==> config.mk <==
export PLATFORM = sky130hd
export DESIGN_NAME = four_level_interrupt_control
export DESIGN_NICKNAME = d
export VERILOG_FILES = /design/src/irq_ctrl_pkg.sv /design/src/four_level_interrupt_control.sv
export SDC_FILE = /design/constraint.sdc
export NUM_CORES = 1
export LEC_CHECK = 0
export ABC_AREA = 1
export BUFFER_PORTS_ARGS = -buffer_cell sky130_fd_sc_hd__clkbuf_2
export CAP_MARGIN = 30
export CORE_ASPECT_RATIO = 1.5
export CORE_MARGIN = 2
export CORE_UTILIZATION = 44
export CTS_CLUSTER_DIAMETER = 80
export DETAILED_ROUTE_END_ITERATION = 7
export HOLD_SLACK_MARGIN = 0.08
export PLACE_DENSITY = 0.8
export SETUP_SLACK_MARGIN = 0.05
export SLEW_MARGIN = 20
export SYNTH_ARGS = -nofsm -noshare
export SYNTH_HDL_FRONTEND = slang
export SYNTH_SLANG_ARGS = --single-unit
==> constraint.sdc <==
create_clock -name clk_i -period 18.2 [get_ports clk_i]
set_clock_uncertainty 0.05 [all_clocks]
set_input_delay 3.64 -clock clk_i [delete_from_list [all_inputs] [get_ports clk_i]]
set_output_delay 3.64 -clock clk_i [all_outputs]
set_load 0.02 [all_outputs]
==> src/irq_ctrl_pkg.sv <==
// constants, types and register map of the four level interrupt controller
// assumes a classic wishbone slave with byte-wide registers in the low data bits
// Operation
// - six sources, each with own vector
// - per-source enable bit allows or blocks
// - global enable blocks all when cleared; the code gates only vector_o with it, irq_o still follows unmasked status
// - level is high bit then low bit
// - only higher level preempts running handler
// - level three handler never preempted
// - higher level wins among simultaneous requests
// - fixed polling order breaks level ties
// - enable register bit layout
// - low priority register bit layout
// - high priority register bit layout
// - reserved bits undefined, software writes zero
package irq_ctrl_pkg;
  localparam int unsigned NUM_SRC = 6;
  localparam int unsigned ADDR_W = 8;
  // register byte addresses
  localparam logic [7:0] ADDR_ENABLE = 8'hA8;
  localparam logic [7:0] ADDR_PRIO_HI = 8'hB7;
  localparam logic [7:0] ADDR_PRIO_LO = 8'hB8;
  localparam logic [7:0] ADDR_STATUS = 8'hC0;
  localparam logic [7:0] ADDR_MASK = 8'hC4;
  localparam logic [7:0] ADDR_SERVICE = 8'hC8;
  // field positions
  localparam int unsigned BIT_GLOBAL_EN = 7;
  localparam logic [7:0] SRC_FIELD_MASK = 8'h3F;
  // reset values; reserved bits are stored as zero
  localparam logic [7:0] RST_ENABLE = 8'h00;
  localparam logic [7:0] RST_PRIO = 8'h00;
  localparam logic [5:0] RST_STATUS = 6'h00;
  localparam logic [5:0] RST_MASK = 6'h00;
  // source index also serves as polling rank, 0 polled first
  typedef enum logic [2:0] {
    SRC_EXT0 = 3'h0,
    SRC_TIMER0 = 3'h1,
    SRC_EXT1 = 3'h2,
    SRC_TIMER1 = 3'h3,
    SRC_SERIAL = 3'h4,
    SRC_TIMER2 = 3'h5
  } src_t;
  // vector presented to the core
  typedef struct packed {
    logic valid;
    logic [2:0] source;
    logic [1:0] level;
  } vector_t;
endpackage : irq_ctrl_pkg

==> src/four_level_interrupt_control.sv <==
// four level priority interrupt controller with wishbone register access
// assumes sources give one-cycle pulses or levels on clk_i, core acks and returns
module four_level_interrupt_control (
  input wire logic clk_i,
  input wire logic rst_i,
  // wishbone classic slave
  input wire logic cyc_i,
  input wire logic stb_i,
  input wire logic we_i,
  input wire logic [irq_ctrl_pkg::ADDR_W-1:0] adr_i,
  input wire logic [3:0] sel_i,
  input wire logic [31:0] dat_i,
  output logic [31:0] dat_o,
  output logic ack_o,
  // request sources, same clock
  input wire logic [irq_ctrl_pkg::NUM_SRC-1:0] src_req_i,
  // core side
  output irq_ctrl_pkg::vector_t vector_o,
  input wire logic vector_ack_i,
  input wire logic handler_return_i,
  output logic irq_o
);
  import irq_ctrl_pkg::*;

  // reserved bit six of the enable register is never stored
  // software must write zero there, so a stored one would only hide misuse
  localparam logic [7:0] ENABLE_USED = 8'hBF;

  // configuration registers
  logic [7:0] enable_ff; // global enable in bit 7, sources in bits 5:0
  logic [7:0] nxt_enable; // next enable image
  logic [7:0] prio_hi_ff; // upper level bit of each source
  logic [7:0] nxt_prio_hi; // next upper level bits
  logic [7:0] prio_lo_ff; // lower level bit of each source
  logic [7:0] nxt_prio_lo; // next lower level bits
  // event reporting
  logic [5:0] status_ff; // sticky event bits, write one to clear
  logic [5:0] nxt_status; // next event bits
  logic [5:0] mask_ff; // events allowed onto irq_o
  logic [5:0] nxt_mask; // next mask
  // service tracking
  logic [5:0] pend_ff; // requests still waiting for the core
  logic [5:0] nxt_pend; // next pending set
  logic [3:0] active_ff; // one bit per level in service
  logic [3:0] nxt_active; // next in-service set
  vector_t vec_ff; // vector offered to the core
  vector_t nxt_vec; // next vector
  // bus answer
  logic ack_ff; // one-cycle answer
  logic nxt_ack; // next answer
  logic [31:0] rdat_ff; // read data, stands with the answer
  logic [31:0] nxt_rdat; // next read data

  // decoded strobes and arbitration results
  logic bus_req; // request not yet answered
  logic wr_stb; // write strobe on the low byte lane
  logic rd_stb; // read strobe
  logic take; // core accepts the offered vector
  logic ret_lvl; // handler return with a level in service
  logic [5:0] eligible; // pending, enabled and globally allowed
  vector_t winner; // best eligible request
  logic [2:0] cur_top; // highest level in service, bit 2 says valid

  // level of one source: high bit above low bit
  // index is an int so the arbitration loop can pass its counter directly
  function automatic logic [1:0] src_level(input int unsigned i,
                                           input logic [7:0] hi,
                                           input logic [7:0] lo);
    return {hi[i], lo[i]};
  endfunction : src_level

  // highest level in service; bit 2 says whether any level is in service
  // scanned upwards so the last hit is the top
  function automatic logic [2:0] top_active(input logic [3:0] act);
    logic [2:0] r; // running result
    r = 3'h0;
    for (int l = 0; l < 4; l++) begin
      if (act[l]) begin
        r = {1'b1, 2'(l)};
      end
    end
    return r;
  endfunction : top_active

  // a request counts once; ack_ff blocks the cycle in which the answer stands
  assign bus_req = cyc_i && stb_i && !ack_ff;
  // only the low byte lane carries register data
  assign wr_stb = bus_req && we_i && sel_i[0];
  // reads have no side effect, so no lane check is needed
  assign rd_stb = bus_req && !we_i;
  // core takes the vector only while it is valid
  assign take = vector_ack_i && vec_ff.valid;
  // a return with nothing in service is ignored
  assign ret_lvl = handler_return_i && cur_top[2];

  // gating: a source needs its own enable and the global enable
  always_comb begin
    eligible = '0; // nothing allowed by default
    if (enable_ff[BIT_GLOBAL_EN]) begin
      for (int i = 0; i < NUM_SRC; i++) begin
        eligible[i] = pend_ff[i] && enable_ff[i];
      end
    end
  end

  // arbitration: a later source replaces the holder only at a strictly higher
  // level, so the lowest index wins inside a level, which is the polling order
  always_comb begin
    winner = '0; // no candidate yet
    for (int i = 0; i < NUM_SRC; i++) begin
      if (eligible[i] && (!winner.valid ||
          src_level(i, prio_hi_ff, prio_lo_ff) > winner.level)) begin
        winner.valid = 1'b1;
        winner.source = 3'(i);
        winner.level = src_level(i, prio_hi_ff, prio_lo_ff);
      end
    end
  end

  // level now in service, shared by the preemption gate and the return path
  assign cur_top = top_active(active_ff);

  // bus answer: fixed one-cycle latency, every request is answered,
  // unmapped addresses included, so a master never hangs on a typo
  always_comb begin
    nxt_ack = bus_req;
  end

  // answer register
  always_ff @(posedge clk_i) begin
    if (rst_i) begin
      ack_ff <= 1'b0;
    end else begin
      ack_ff <= nxt_ack;
    end
  end

  // configuration: enable and both priority registers
  // reserved bits are dropped on write, so they read back as zero
  always_comb begin
    nxt_enable = enable_ff;
    nxt_prio_hi = prio_hi_ff;
    nxt_prio_lo = prio_lo_ff;
    if (wr_stb) begin
      case (adr_i)
        ADDR_ENABLE: begin
          nxt_enable = dat_i[7:0] & ENABLE_USED;
        end
        ADDR_PRIO_HI: begin
          nxt_prio_hi = dat_i[7:0] & SRC_FIELD_MASK;
        end
        ADDR_PRIO_LO: begin
          nxt_prio_lo = dat_i[7:0] & SRC_FIELD_MASK;
        end
        default: begin
          // other addresses leave the configuration alone
        end
      endcase
    end
  end

  // configuration registers; priorities have no fixed reset, zero is used
  always_ff @(posedge clk_i) begin
    if (rst_i) begin
      enable_ff <= RST_ENABLE;
      prio_hi_ff <= RST_PRIO;
      prio_lo_ff <= RST_PRIO;
    end else begin
      enable_ff <= nxt_enable;
      prio_hi_ff <= nxt_prio_hi;
      prio_lo_ff <= nxt_prio_lo;
    end
  end

  // events: a request sets its status bit whatever the enables say,
  // so software can poll sources it keeps blocked
  always_comb begin
    nxt_status = status_ff;
    nxt_mask = mask_ff;
    if (wr_stb && adr_i == ADDR_STATUS) begin
      nxt_status = status_ff & ~dat_i[5:0]; // write one to clear
    end
    if (wr_stb && adr_i == ADDR_MASK) begin
      nxt_mask = dat_i[5:0];
    end
    // set wins over a clear in the same cycle, so no event is lost
    nxt_status = nxt_status | src_req_i;
  end

  // status and mask registers
  always_ff @(posedge clk_i) begin
    if (rst_i) begin
      status_ff <= RST_STATUS;
      mask_ff <= RST_MASK;
    end else begin
      status_ff <= nxt_status;
      mask_ff <= nxt_mask;
    end
  end

  // pending: sticky until the core takes it; a request in the take cycle
  // keeps the bit set so a back-to-back event is not dropped
  always_comb begin
    nxt_pend = pend_ff | src_req_i;
    if (take) begin
      nxt_pend[vec_ff.source] = src_req_i[vec_ff.source];
    end
  end

  // pending register
  always_ff @(posedge clk_i) begin
    if (rst_i) begin
      pend_ff <= '0;
    end else begin
      pend_ff <= nxt_pend;
    end
  end

  // in service: a return frees the top level before a take marks a new one,
  // so a return and a take in one cycle both land
  always_comb begin
    nxt_active = active_ff;
    if (ret_lvl) begin
      nxt_active[cur_top[1:0]] = 1'b0;
    end
    if (take) begin
      nxt_active[vec_ff.level] = 1'b1;
    end
  end

  // in-service register
  always_ff @(posedge clk_i) begin
    if (rst_i) begin
      active_ff <= '0;
    end else begin
      active_ff <= nxt_active;
    end
  end

  // vector: the winner, withheld unless it beats the level in service;
  // one cycle behind pending and enables, the price of a registered output
  always_comb begin
    nxt_vec = winner;
    // only a strictly higher level preempts; level three is never beaten
    if (cur_top[2] && winner.level <= cur_top[1:0]) begin
      nxt_vec.valid = 1'b0;
    end
    // a taken vector is dropped at once so the core cannot take it twice
    if (take) begin
      nxt_vec.valid = 1'b0;
    end
  end

  // vector register
  always_ff @(posedge clk_i) begin
    if (rst_i) begin
      vec_ff <= '0;
    end else begin
      vec_ff <= nxt_vec;
    end
  end

  // read data: registered beside the answer and zero outside a read,
  // so dat_o never shows stale register contents between cycles
  always_comb begin
    nxt_rdat = '0;
    if (rd_stb) begin
      case (adr_i)
        ADDR_ENABLE: begin
          nxt_rdat = {24'h0, enable_ff};
        end
        ADDR_PRIO_HI: begin
          nxt_rdat = {24'h0, prio_hi_ff};
        end
        ADDR_PRIO_LO: begin
          nxt_rdat = {24'h0, prio_lo_ff};
        end
        ADDR_STATUS: begin
          nxt_rdat = {26'h0, status_ff};
        end
        ADDR_MASK: begin
          nxt_rdat = {26'h0, mask_ff};
        end
        ADDR_SERVICE: begin
          nxt_rdat = {22'h0, pend_ff, active_ff};
        end
        default: begin
          nxt_rdat = '0; // unmapped reads return zero
        end
      endcase
    end
  end

  // read data register
  always_ff @(posedge clk_i) begin
    if (rst_i) begin
      rdat_ff <= '0;
    end else begin
      rdat_ff <= nxt_rdat;
    end
  end

  // outputs straight from registers, except irq_o below
  assign ack_o = ack_ff;
  assign dat_o = rdat_ff;
  assign vector_o = vec_ff;
  // level interrupt: high while any unmasked event bit is set
  assign irq_o = |(status_ff & mask_ff);
endmodule : four_level_interrupt_control

==> results.json, run 1 <==
{
  "hold_start": "ack_o",
  "fmax_mhz": 143.1,
  "relSlewSlack_pct": 45.40,
  "layout-drive-gt1-share_pct": 21.17,
  "drt-initial-drc-count": 224,
  "maxSlewViolCount": 0,
  "ios": 97,
  "via_count": 3072,
  "synthTopCellsByCount": "72 x inv_1, 58 x dfxtp_1, 46 x o21ai_0",
  "rows": 38,
  "power.total_mw": 0.2800,
  "finalCriticalPeriod_ns": 6.989,
  "root_buffer": "clkbuf_8",
  "power_per_cell_area_nw_per_um2": 76.09,
  "dieArea_sq_um": 8081,
  "die_y_microns": 109.1,
  "cap_violations": 0,
  "async_flop_share_pct": 0,
  "ctsHoldBuffers": 0,
  "rsz0062_at_grt": "false",
  "slowest_stage": "dfxtp_1",
  "finalCritPeriodShare_pct": 38.40,
  "synthCells": 444,
  "setup_violations": 0,
  "syn_avg_cell_area_sq_um": 7.299,
  "cts_max_level": 3,
  "grt_antenna_before_repair": 0,
  "yosys.area.top_type": "dfxtp_1",
  "start_kind": "register",
  "yosysMostFrequentCell": "inv_1",
  "setup_tns_ns": 0,
  "grt_pass1_wl_microns": 13300,
  "drtAntennaViolNets": 0,
  "diodes": 0,
  "clkLatencyLatePin_ns": 0.35,
  "reg2reg_slack_ns": 11.21,
  "ys_types": 35,
  "vias_per_cell": 5.154,
  "place.gp.congestion": 0.9545,
  "ys_ff_latch": 58,
  "outcome": "completed",
  "cts_buffers": 9,
  "drc": 0,
  "synth_top_area_share_pct": 35.83,
  "slowest_delay_ns": 0.44,
  "grt-ovfl-total": 0,
  "crit_path_end_kind": "register",
  "leakage_nw": 1.658,
  "yosys_most_used_dff": "dfxtp_1",
  "tightestPinTransition_ns": 0.8180,
  "hpwl_microns": 6631,
  "min_path_type": "reg -> reg",
  "nFillCells": 687,
  "start_util_pct": 45.14,
  "critPathRequiredTime_ns": 18.45,
  "syn2layout_area_growth_pct": 13.55,
  "yosysSeqAreaShare_pct": 35.83,
  "clock_path_buffers": 2,
  "critical_path_arrival_ns": 7.23,
  "numPortBuffers": 46,
  "worstSetupPathType": "reg -> reg",
  "grt_max_degree": 32,
  "grt_pass1_vias": 2909,
  "cts.sinks": 58,
  "cts_resized": 0,
  "finalHoldViolations": 0,
  "ir_drop_uv": 34.65,
  "crit_fanout": 6,
  "drt_pre_antenna_iters": 6,
  "grt_use_total_pct": 22.21,
  "yosys-top-cells-area": "dfxtp_1 36%, inv_1 8.3%, o21ai_0 7.1%",
  "timing.rr.end": "vector_o[5]",
  "clkTransAtPathRegs_ns": 0.07,
  "die_w_microns": 74.07,
  "r2r_start": "enable_ff[7]",
  "drt-total-wl_microns": 8565,
  "holdPathStages": 1,
  "finalNetCount": 559,
  "cts_tree": "done",
  "wl_per_cell_microns": 14.37,
  "rr_worst_depth": 51,
  "netlist_area_sq_um": 3241,
  "core_sq_um": 7179,
  "cpMostUsedCell": "inv_1",
  "yosysWarnings": 0,
  "min_to": "ack_o",
  "post_cts_buffers": 0,
  "synth-edff-count": 0
}
==> cell usage in the layout (no fill, tap or decap), types with 2 or more instances in the layout <==
master	synthesis	routed
a31oi_1	5	5
a21oi_1	39	39
nand2_2	13	13
inv_1	72	72
clkinv_2	0	2
nor2_2	8	8
nor3_2	2	2
nand2_1	43	43
nand2_4	4	4
nand4_1	3	3
clkbuf_8	0	10
o22ai_1	14	14
and3_1	2	2
nor2_1	18	18
a211oi_1	4	4
nand3_1	17	17
clkbuf_2	0	46
clkinv_1	3	3
nor3_1	22	22
conb_1	1	22
inv_2	6	6
ha_1	11	11
dfxtp_1	58	58
o21ai_1	3	3
o21ai_0	46	46
and2_1	2	2
nand3_2	8	8
nor3_4	2	2
bufinv_16	0	2
==> through the flow <==
step           area [sq um]  hold slack [ns]  std cells  setup WS (ns)  utilization [%]
3_3_place_gp           3461           0.4007        580          11.55            48.20
5_1_grt                3680           0.4418        596          10.65            51.25
4_1_cts                3680           0.4217        596          11.23            51.25
2_1_floorplan          3319           0.3895        465          12.31                -
3_5_place_dp           3461           0.4101        580          11.29            48.20
6_report               3680           0.4145        596          11.21            51.25
==> registers in the layout (all words and copies together), names as in the netlist <==
register    cells
ack_o           1
active_ff       4
dat_o          10
enable_ff       7
mask_ff         6
pend_ff         6
prio_hi_ff      6
prio_lo_ff      6
status_ff       6
vector_o        6
==> how the worst max path moves through the flow <==
| stage | to | start | slack (ns) | cells after the start |
|---|---|---|---|---|
| floorplan | vector_o[5] | enable_ff[7] | 12.31 | 52 |
| global placement | vector_o[5] | enable_ff[7] | 11.55 | 51 |
| detailed placement | vector_o[5] | enable_ff[7] | 11.29 | 51 |
| CTS | vector_o[5] | enable_ff[7] | 11.23 | 51 |
| global route | vector_o[5] | enable_ff[7] | 10.65 | 52 |
| finish | vector_o[5] | enable_ff[7] | 11.21 | 51 |
==> worst max-delay path, delay by kind of cell (launching register included) <==
family / cells / cell delay, ns
simple gates: 25 / 2.30
compound gates: 9 / 1.78
fa+ha+maj: 6 / 1.71
buf+inv: 11 / 0.63
flops: 1 / 0.44
==> layout make-up <==
| type | instances | area [sq um] | share of cell area [%] |
|---|---|---|---|
| Clock buffer | 11 | 141.4 | 3.842 |
| Tap cell | 100 | 125.1 | 3.400 |
| Timing Repair Buffer | 46 | 230.2 | 6.256 |
| Inverter | 81 | 304.0 | 8.263 |
| Clock inverter | 5 | 77.57 | 2.108 |
| Multi-Input combinational cell | 295 | 1640 | 44.58 |
| Sequential cell | 58 | 1161 | 31.55 |
==> power by group <==
group	switching (mW)	leakage [nW]	internal (mW)	total, mW
Sequential	0.00126	0.471	0.129	0.130
Clock	0.0516	0.109	0.0803	0.132
Combinational	0.0132	1.08	0.00466	0.0179
Total	0.0661	1.66	0.214	0.280
==> metal layers <==
metal / vias up / wire length, microns / GRT usage [%]
li1: 1524 / - / -
met1: 1380 / 3214 / 22.08
met2: 127 / 4333 / 39.03
met3: 41 / 436 / 3.420
met4: 0 / 580 / 18.83
met5: - / 0 / 0
==> logic make-up (layout without fill, tap and decap cells) <==
kind of cell / Yosys count / in the layout / synth area share (%)
AOI/OAI and AO/OA: 115 / 115 / 19.23
adders and majority gates: 11 / 11 / 4.247
buffers and inverters: 112 / 143 / 15.98
DFF: 58 / 58 / 35.83
other: 1 / 22 / 0.1157
and+or+nand+nor: 147 / 147 / 24.59
(Power assumes the default switching activity.)
==> run 2: changes to the inputs <==
==> constraint.sdc (replaced) <==
create_clock -name clk_i -period 7 [get_ports clk_i]
set_clock_uncertainty 0.05 [all_clocks]
set_input_delay 1.4 -clock clk_i [delete_from_list [all_inputs] [get_ports clk_i]]
set_output_delay 1.4 -clock clk_i [all_outputs]
set_load 0.02 [all_outputs]
==> run 2 against run 1 <==
Against the previous run: power grew to 2.6 times the previous value; sequential share of layout area shrank 0.25 points; maximum frequency grew 8.8%; die area is the same; first-iteration DRC count grew 26%; cell area grew 1.3%; non-clock buffer count grew 1; core utilization grew 0.68 points; critical endpoint unchanged; largest power group unchanged.
==> results.json, run 2 (same netlist as run 1, synthesis figures left out) <==
{
  "outcome": "completed",
  "largest_reg_flops": 10,
  "wl_per_cell_microns": 14.31,
  "crit_family": "simple AND/OR/NAND/NOR gates",
  "cts.sinks": 58,
  "holdPathStages": 1,
  "grt_max_degree": 32,
  "vias_per_cell": 5.162,
  "diodes": 0,
  "numPortBuffers": 46,
  "grt_antenna_before_repair": 0,
  "finalCritPeriodShare_pct": 91.77,
  "dieArea_sq_um": 8081,
  "ir_drop_uv": 92.34,
  "clkTransAtPathRegs_ns": 0.07,
  "min_path_type": "reg -> reg",
  "via_count": 3082,
  "crit_path_end_kind": "register",
  "drtAntennaViolNets": 0,
  "fmax_mhz": 155.7,
  "worstSetupPathType": "reg -> reg",
  "slowest_stage": "dfxtp_4",
  "finalNetCount": 560,
  "critPathRequiredTime_ns": 7.25,
  "clock_path_buffers": 2,
  "leakage_nw": 1.668,
  "power.total_mw": 0.7351,
  "slowest_delay_ns": 0.40,
  "relSlewSlack_pct": 46.31,
  "rows": 38,
  "wl_met1_microns": 3201,
  "syn2layout_area_growth_pct": 15.06,
  "critPathBufInv": 10,
  "rsz0062_at_grt": "false",
  "maxSlewViolCount": 0,
  "core_sq_um": 7179,
  "crit_fanout": 6,
  "critical_path_arrival_ns": 6.67,
  "drt_pre_antenna_iters": 5,
  "mostFrequentLayoutCell": "inv_1",
  "drt-total-wl_microns": 8544,
  "timing.rr.end": "vector_o[5]",
  "grt_use_total_pct": 22.55,
  "min_to": "ack_o",
  "cts_buffers": 9,
  "mostFrequentLayoutCells": "72 x inv_1, 55 x dfxtp_1, 46 x clkbuf_2",
  "r2r_start": "enable_ff[7]",
  "reg2reg_slack_ns": 0.58,
  "power_per_cell_area_nw_per_um2": 197.2,
  "cts_max_level": 3,
  "grt_pass1_vias": 2970,
  "die_w_microns": 74.07,
  "cts_tree": "done",
  "dr.max_layer_used": "met4",
  "pwr-share-comb_pct": 6.3,
  "grt_pass1_wl_microns": 13530,
  "setup_violations": 0,
  "clkLatencyLatePin_ns": 0.35,
  "finalCriticalPeriod_ns": 6.424,
  "start_kind": "register",
  "drt-initial-drc-count": 282,
  "seq_power_share_pct": 46.0,
  "rr_worst_depth": 50,
  "grt-ovfl-total": 0,
  "p_clk_share_pct": 47.7,
  "switching_share_pct": 25.20,
  "root_buffer": "clkbuf_8",
  "tightestPinTransition_ns": 0.8045,
  "cpMostUsedCell": "inv_1",
  "layout-drive-gt1-share_pct": 22.94,
  "finalHoldViolations": 0,
  "seq_area_sq_um": 1167,
  "internal-power_mw": 0.5499,
  "cap_violations": 0,
  "place.gp.congestion": 0.9543,
  "setup_tns_ns": 0,
  "nFillCells": 685,
  "met2_length_microns": 4237,
  "hold_start": "ack_o",
  "die_y_microns": 109.1,
  "drc": 0,
  "start_util_pct": 45.14,
  "hpwl_microns": 6722,
  "multi_input_area_sq_um": 1668,
  "wl_met3_microns": 498,
  "ios": 97,
  "switchingPower_mw": 0.1852
}
run 2: layer usage:
metal,vias to the layer above,global-route usage (%)
met4,0,19.22
met3,40,3.789
li1,1535,-
met5,-,0
met2,137,38.78
met1,1370,22.93
run 2: per-stage QoR:
stage / setup WS, ns / std cells / util [%] / area, sq um / hold WS, ns
floorplan: 1.109 / 465 / - / 3319 / 0.3895
global placement: 0.3522 / 580 / 48.20 / 3461 / 0.4007
detailed placement: 0.1062 / 580 / 48.20 / 3461 / 0.4090
CTS: 0.06650 / 596 / 51.36 / 3687 / 0.4250
global route: 0.07641 / 597 / 51.93 / 3729 / 0.4547
finish: 0.5762 / 597 / 51.93 / 3729 / 0.4257
run 2: worst max-delay path by stage:
stage / slack (ns) / startpoint / end / depth (start not counted)
global route: 0.08 / enable_ff[7] / vector_o[5] / 54
global placement: 0.35 / enable_ff[7] / vector_o[5] / 51
finish: 0.58 / enable_ff[7] / vector_o[5] / 50
floorplan: 1.11 / enable_ff[7] / vector_o[5] / 52
CTS: 0.07 / enable_ff[7] / vector_o[5] / 51
detailed placement: 0.11 / enable_ff[7] / vector_o[5] / 52
run 2: timing repair:
item / CTS / global route
gates resized for setup: 0 / 14
setup endpoints to repair: 0 / 1
setup buffers: 0 / 1
hold buffers: 0 / 0
run 2: worst reg2reg max path, delay by kind of cell, from the launching register on:
family | cells | cell delay [ns]
simple gates | 25 | 2.29
fa+ha+maj | 6 | 1.70
compound gates | 9 | 1.39
buf+inv | 10 | 0.55
flops | 1 | 0.40
run 2: cell type report:
cell class | count | area share, %
clock inverters | 7 | 2.752
clock buffers | 9 | 3.322
repair buffers | 47 | 6.376
well taps | 100 | 3.356
multi-input cells | 295 | 44.73
inverters | 81 | 8.154
flip-flops and latches | 58 | 31.31
run 2: power groups by stage:
stage	registers (mW)	logic [mW]	clock network, mW
floorplan	0.345	0.0388	0
global placement	0.346	0.0453	0
detailed placement	0.345	0.0460	0
CTS	0.338	0.0461	0.358
global route	0.339	0.0518	0.371
finish	0.338	0.0464	0.351
==> run 3: changes to the inputs <==
--- a/config.mk
+++ b/config.mk
@@ -13,6 +13,7 @@
 export CORE_UTILIZATION = 44
 export CTS_CLUSTER_DIAMETER = 80
 export DETAILED_ROUTE_END_ITERATION = 7
+export GPL_TIMING_DRIVEN = 0
 export HOLD_SLACK_MARGIN = 0.08
 export PLACE_DENSITY = 0.8
 export SETUP_SLACK_MARGIN = 0.05
==> run 3 against run 2 <==
Against the previous run: critical path depth increased by 3; core utilization increased by 3.1 points; global-route usage increased by 1.5 points; cell count increased by 5.2%; maximum frequency increased by 0.97%; routed wire length increased by 10%; via count increased by 5.5%; die area unchanged; power increased by 2.2%.
==> results.json, run 3 (same netlist as run 1, synthesis figures left out) <==
{
  "drt-initial-drc-count": 231,
  "crit_path_end_kind": "register",
  "slowest_delay_ns": 0.39,
  "finalNetCount": 591,
  "ir_drop_uv": 131.8,
  "min_path_type": "reg -> reg",
  "grt_max_degree": 13,
  "critPathRequiredTime_ns": 7.26,
  "finalCriticalPeriod_ns": 6.362,
  "power.total_mw": 0.7514,
  "grt_antenna_before_repair": 0,
  "cts_max_level": 3,
  "cpMostUsedCell": "inv_1",
  "start_util_pct": 45.14,
  "vias_per_cell": 5.180,
  "finish.utilization_pct": 55.07,
  "dieArea_sq_um": 8081,
  "cts_tree": "done",
  "via_count": 3253,
  "dp_worst_setup_slack_ns": 0.3300,
  "place.gp.congestion": 1.014,
  "finalHoldViolations": 0,
  "grt_pass1_vias": 3078,
  "wl_per_cell_microns": 14.98,
  "drt-total-wl_microns": 9409,
  "ios": 97,
  "root_buffer": "clkbuf_8",
  "setup_ws_ns": 0.6376,
  "cts.sinks": 58,
  "die_w_microns": 74.07,
  "clkTransAtPathRegs_ns": 0.08,
  "rows": 38,
  "finalHoldWorstSlack_ns": 0.4140,
  "rr_worst_depth": 53,
  "drc": 0,
  "grt_pass1_wl_microns": 14370,
  "maxSlewViolCount": 0,
  "finalCritPeriodShare_pct": 90.89,
  "reg2reg_slack_ns": 0.64,
  "mostFrequentLayoutCells": "72 x inv_1, 55 x dfxtp_1, 45 x clkbuf_2",
  "grt-ovfl-total": 0,
  "ctsHoldBuffers": 0,
  "die_y_microns": 109.1,
  "tightestPinTransition_ns": 0.5662,
  "diodes": 0,
  "clock_path_buffers": 2,
  "grt_use_total_pct": 24.07,
  "power_per_cell_area_nw_per_um2": 190.0,
  "critical_path_arrival_ns": 6.62,
  "setup_violations": 0,
  "layout-drive-gt1-share_pct": 26.52,
  "relSlewSlack_pct": 62.25,
  "mostFrequentLayoutCell": "inv_1",
  "drt_pre_antenna_iters": 7,
  "start_kind": "register",
  "worstSetupPathType": "reg -> reg",
  "drtAntennaViolNets": 0,
  "largest_reg_flops": 10,
  "cap_violations": 0,
  "syn2layout_area_growth_pct": 22.01,
  "core_sq_um": 7179,
  "nFillCells": 669,
  "numPortBuffers": 45,
  "clkLatencyLatePin_ns": 0.36,
  "fmax_mhz": 157.2,
  "cts_buffers": 9,
  "crit_fanout": 6,
  "leakage_nw": 1.816,
  "outcome": "completed",
  "hpwl_microns": 7251,
  "holdPathStages": 1,
  "slowest_stage": "dfxtp_4"
}
==> run 3: power breakdown <==
group / switching (mW) / total, mW / internal, mW
sequential: 0.00338 / 0.338 / 0.335
combinational: 0.0379 / 0.0586 / 0.0207
clock: 0.152 / 0.355 / 0.203
==> run 3: what timing repair did <==
action                                  CTS  global route
endpoints found under the setup margin    0             1
buffers inserted                          0             2
resized for setup                         0            13
==> run 3: final cells by class <==
| type | count | area [sq um] | share of cell area (%) |
|---|---|---|---|
| Clock buffer | 9 | 123.9 | 3.133 |
| Inverter | 81 | 304.0 | 7.690 |
| Timing Repair Buffer | 47 | 240.2 | 6.076 |
| Sequential cell | 58 | 1167 | 29.53 |
| Tap cell | 100 | 125.1 | 3.165 |
| Multi-Input combinational cell | 295 | 1677 | 42.41 |
| Buffer | 31 | 214.0 | 5.411 |
| Clock inverter | 7 | 102.6 | 2.595 |
==> run 3: worst paths after layout <==
check                                   from     endpoint
worst max-delay path            enable_ff[7]  vector_o[5]
worst min-delay path                   ack_o        ack_o
worst max register to register  enable_ff[7]  vector_o[5]
worst min register to register         ack_o        ack_o
==> run 3: per-stage QoR <==
step           std cells  TNS (ns)  area [sq um]
2_1_floorplan        465         0          3319
3_3_place_gp         610         0          3670
3_5_place_dp         610         0          3670
4_1_cts              626         0          3896
5_1_grt              628  -0.02369          3954
6_report             628         0          3954
==> run 3: routing by layer <==
| layer | global-route usage, % | part of all wire, % | vias up |
|---|---|---|---|
| li1 | - | - | 1586 |
| met5 | 0 | 0 | - |
| met2 | 43.18 | 53 | 145 |
| met4 | 13.77 | 4.5 | 0 |
| met3 | 4.898 | 6.2 | 34 |
| met1 | 25.31 | 36 | 1488 |
==> run 3: worst max-delay path, delay by kind of cell, from the launching register on <==
| family | cells | cell delay (ns) |
|---|---|---|
| AND/OR/NAND/NOR | 26 | 2.17 |
| adder cells (fa/ha/maj) | 6 | 1.61 |
| AO/OA/AOI/OAI | 9 | 1.35 |
| buffers and inverters | 12 | 0.73 |
| flip-flops | 1 | 0.39 |
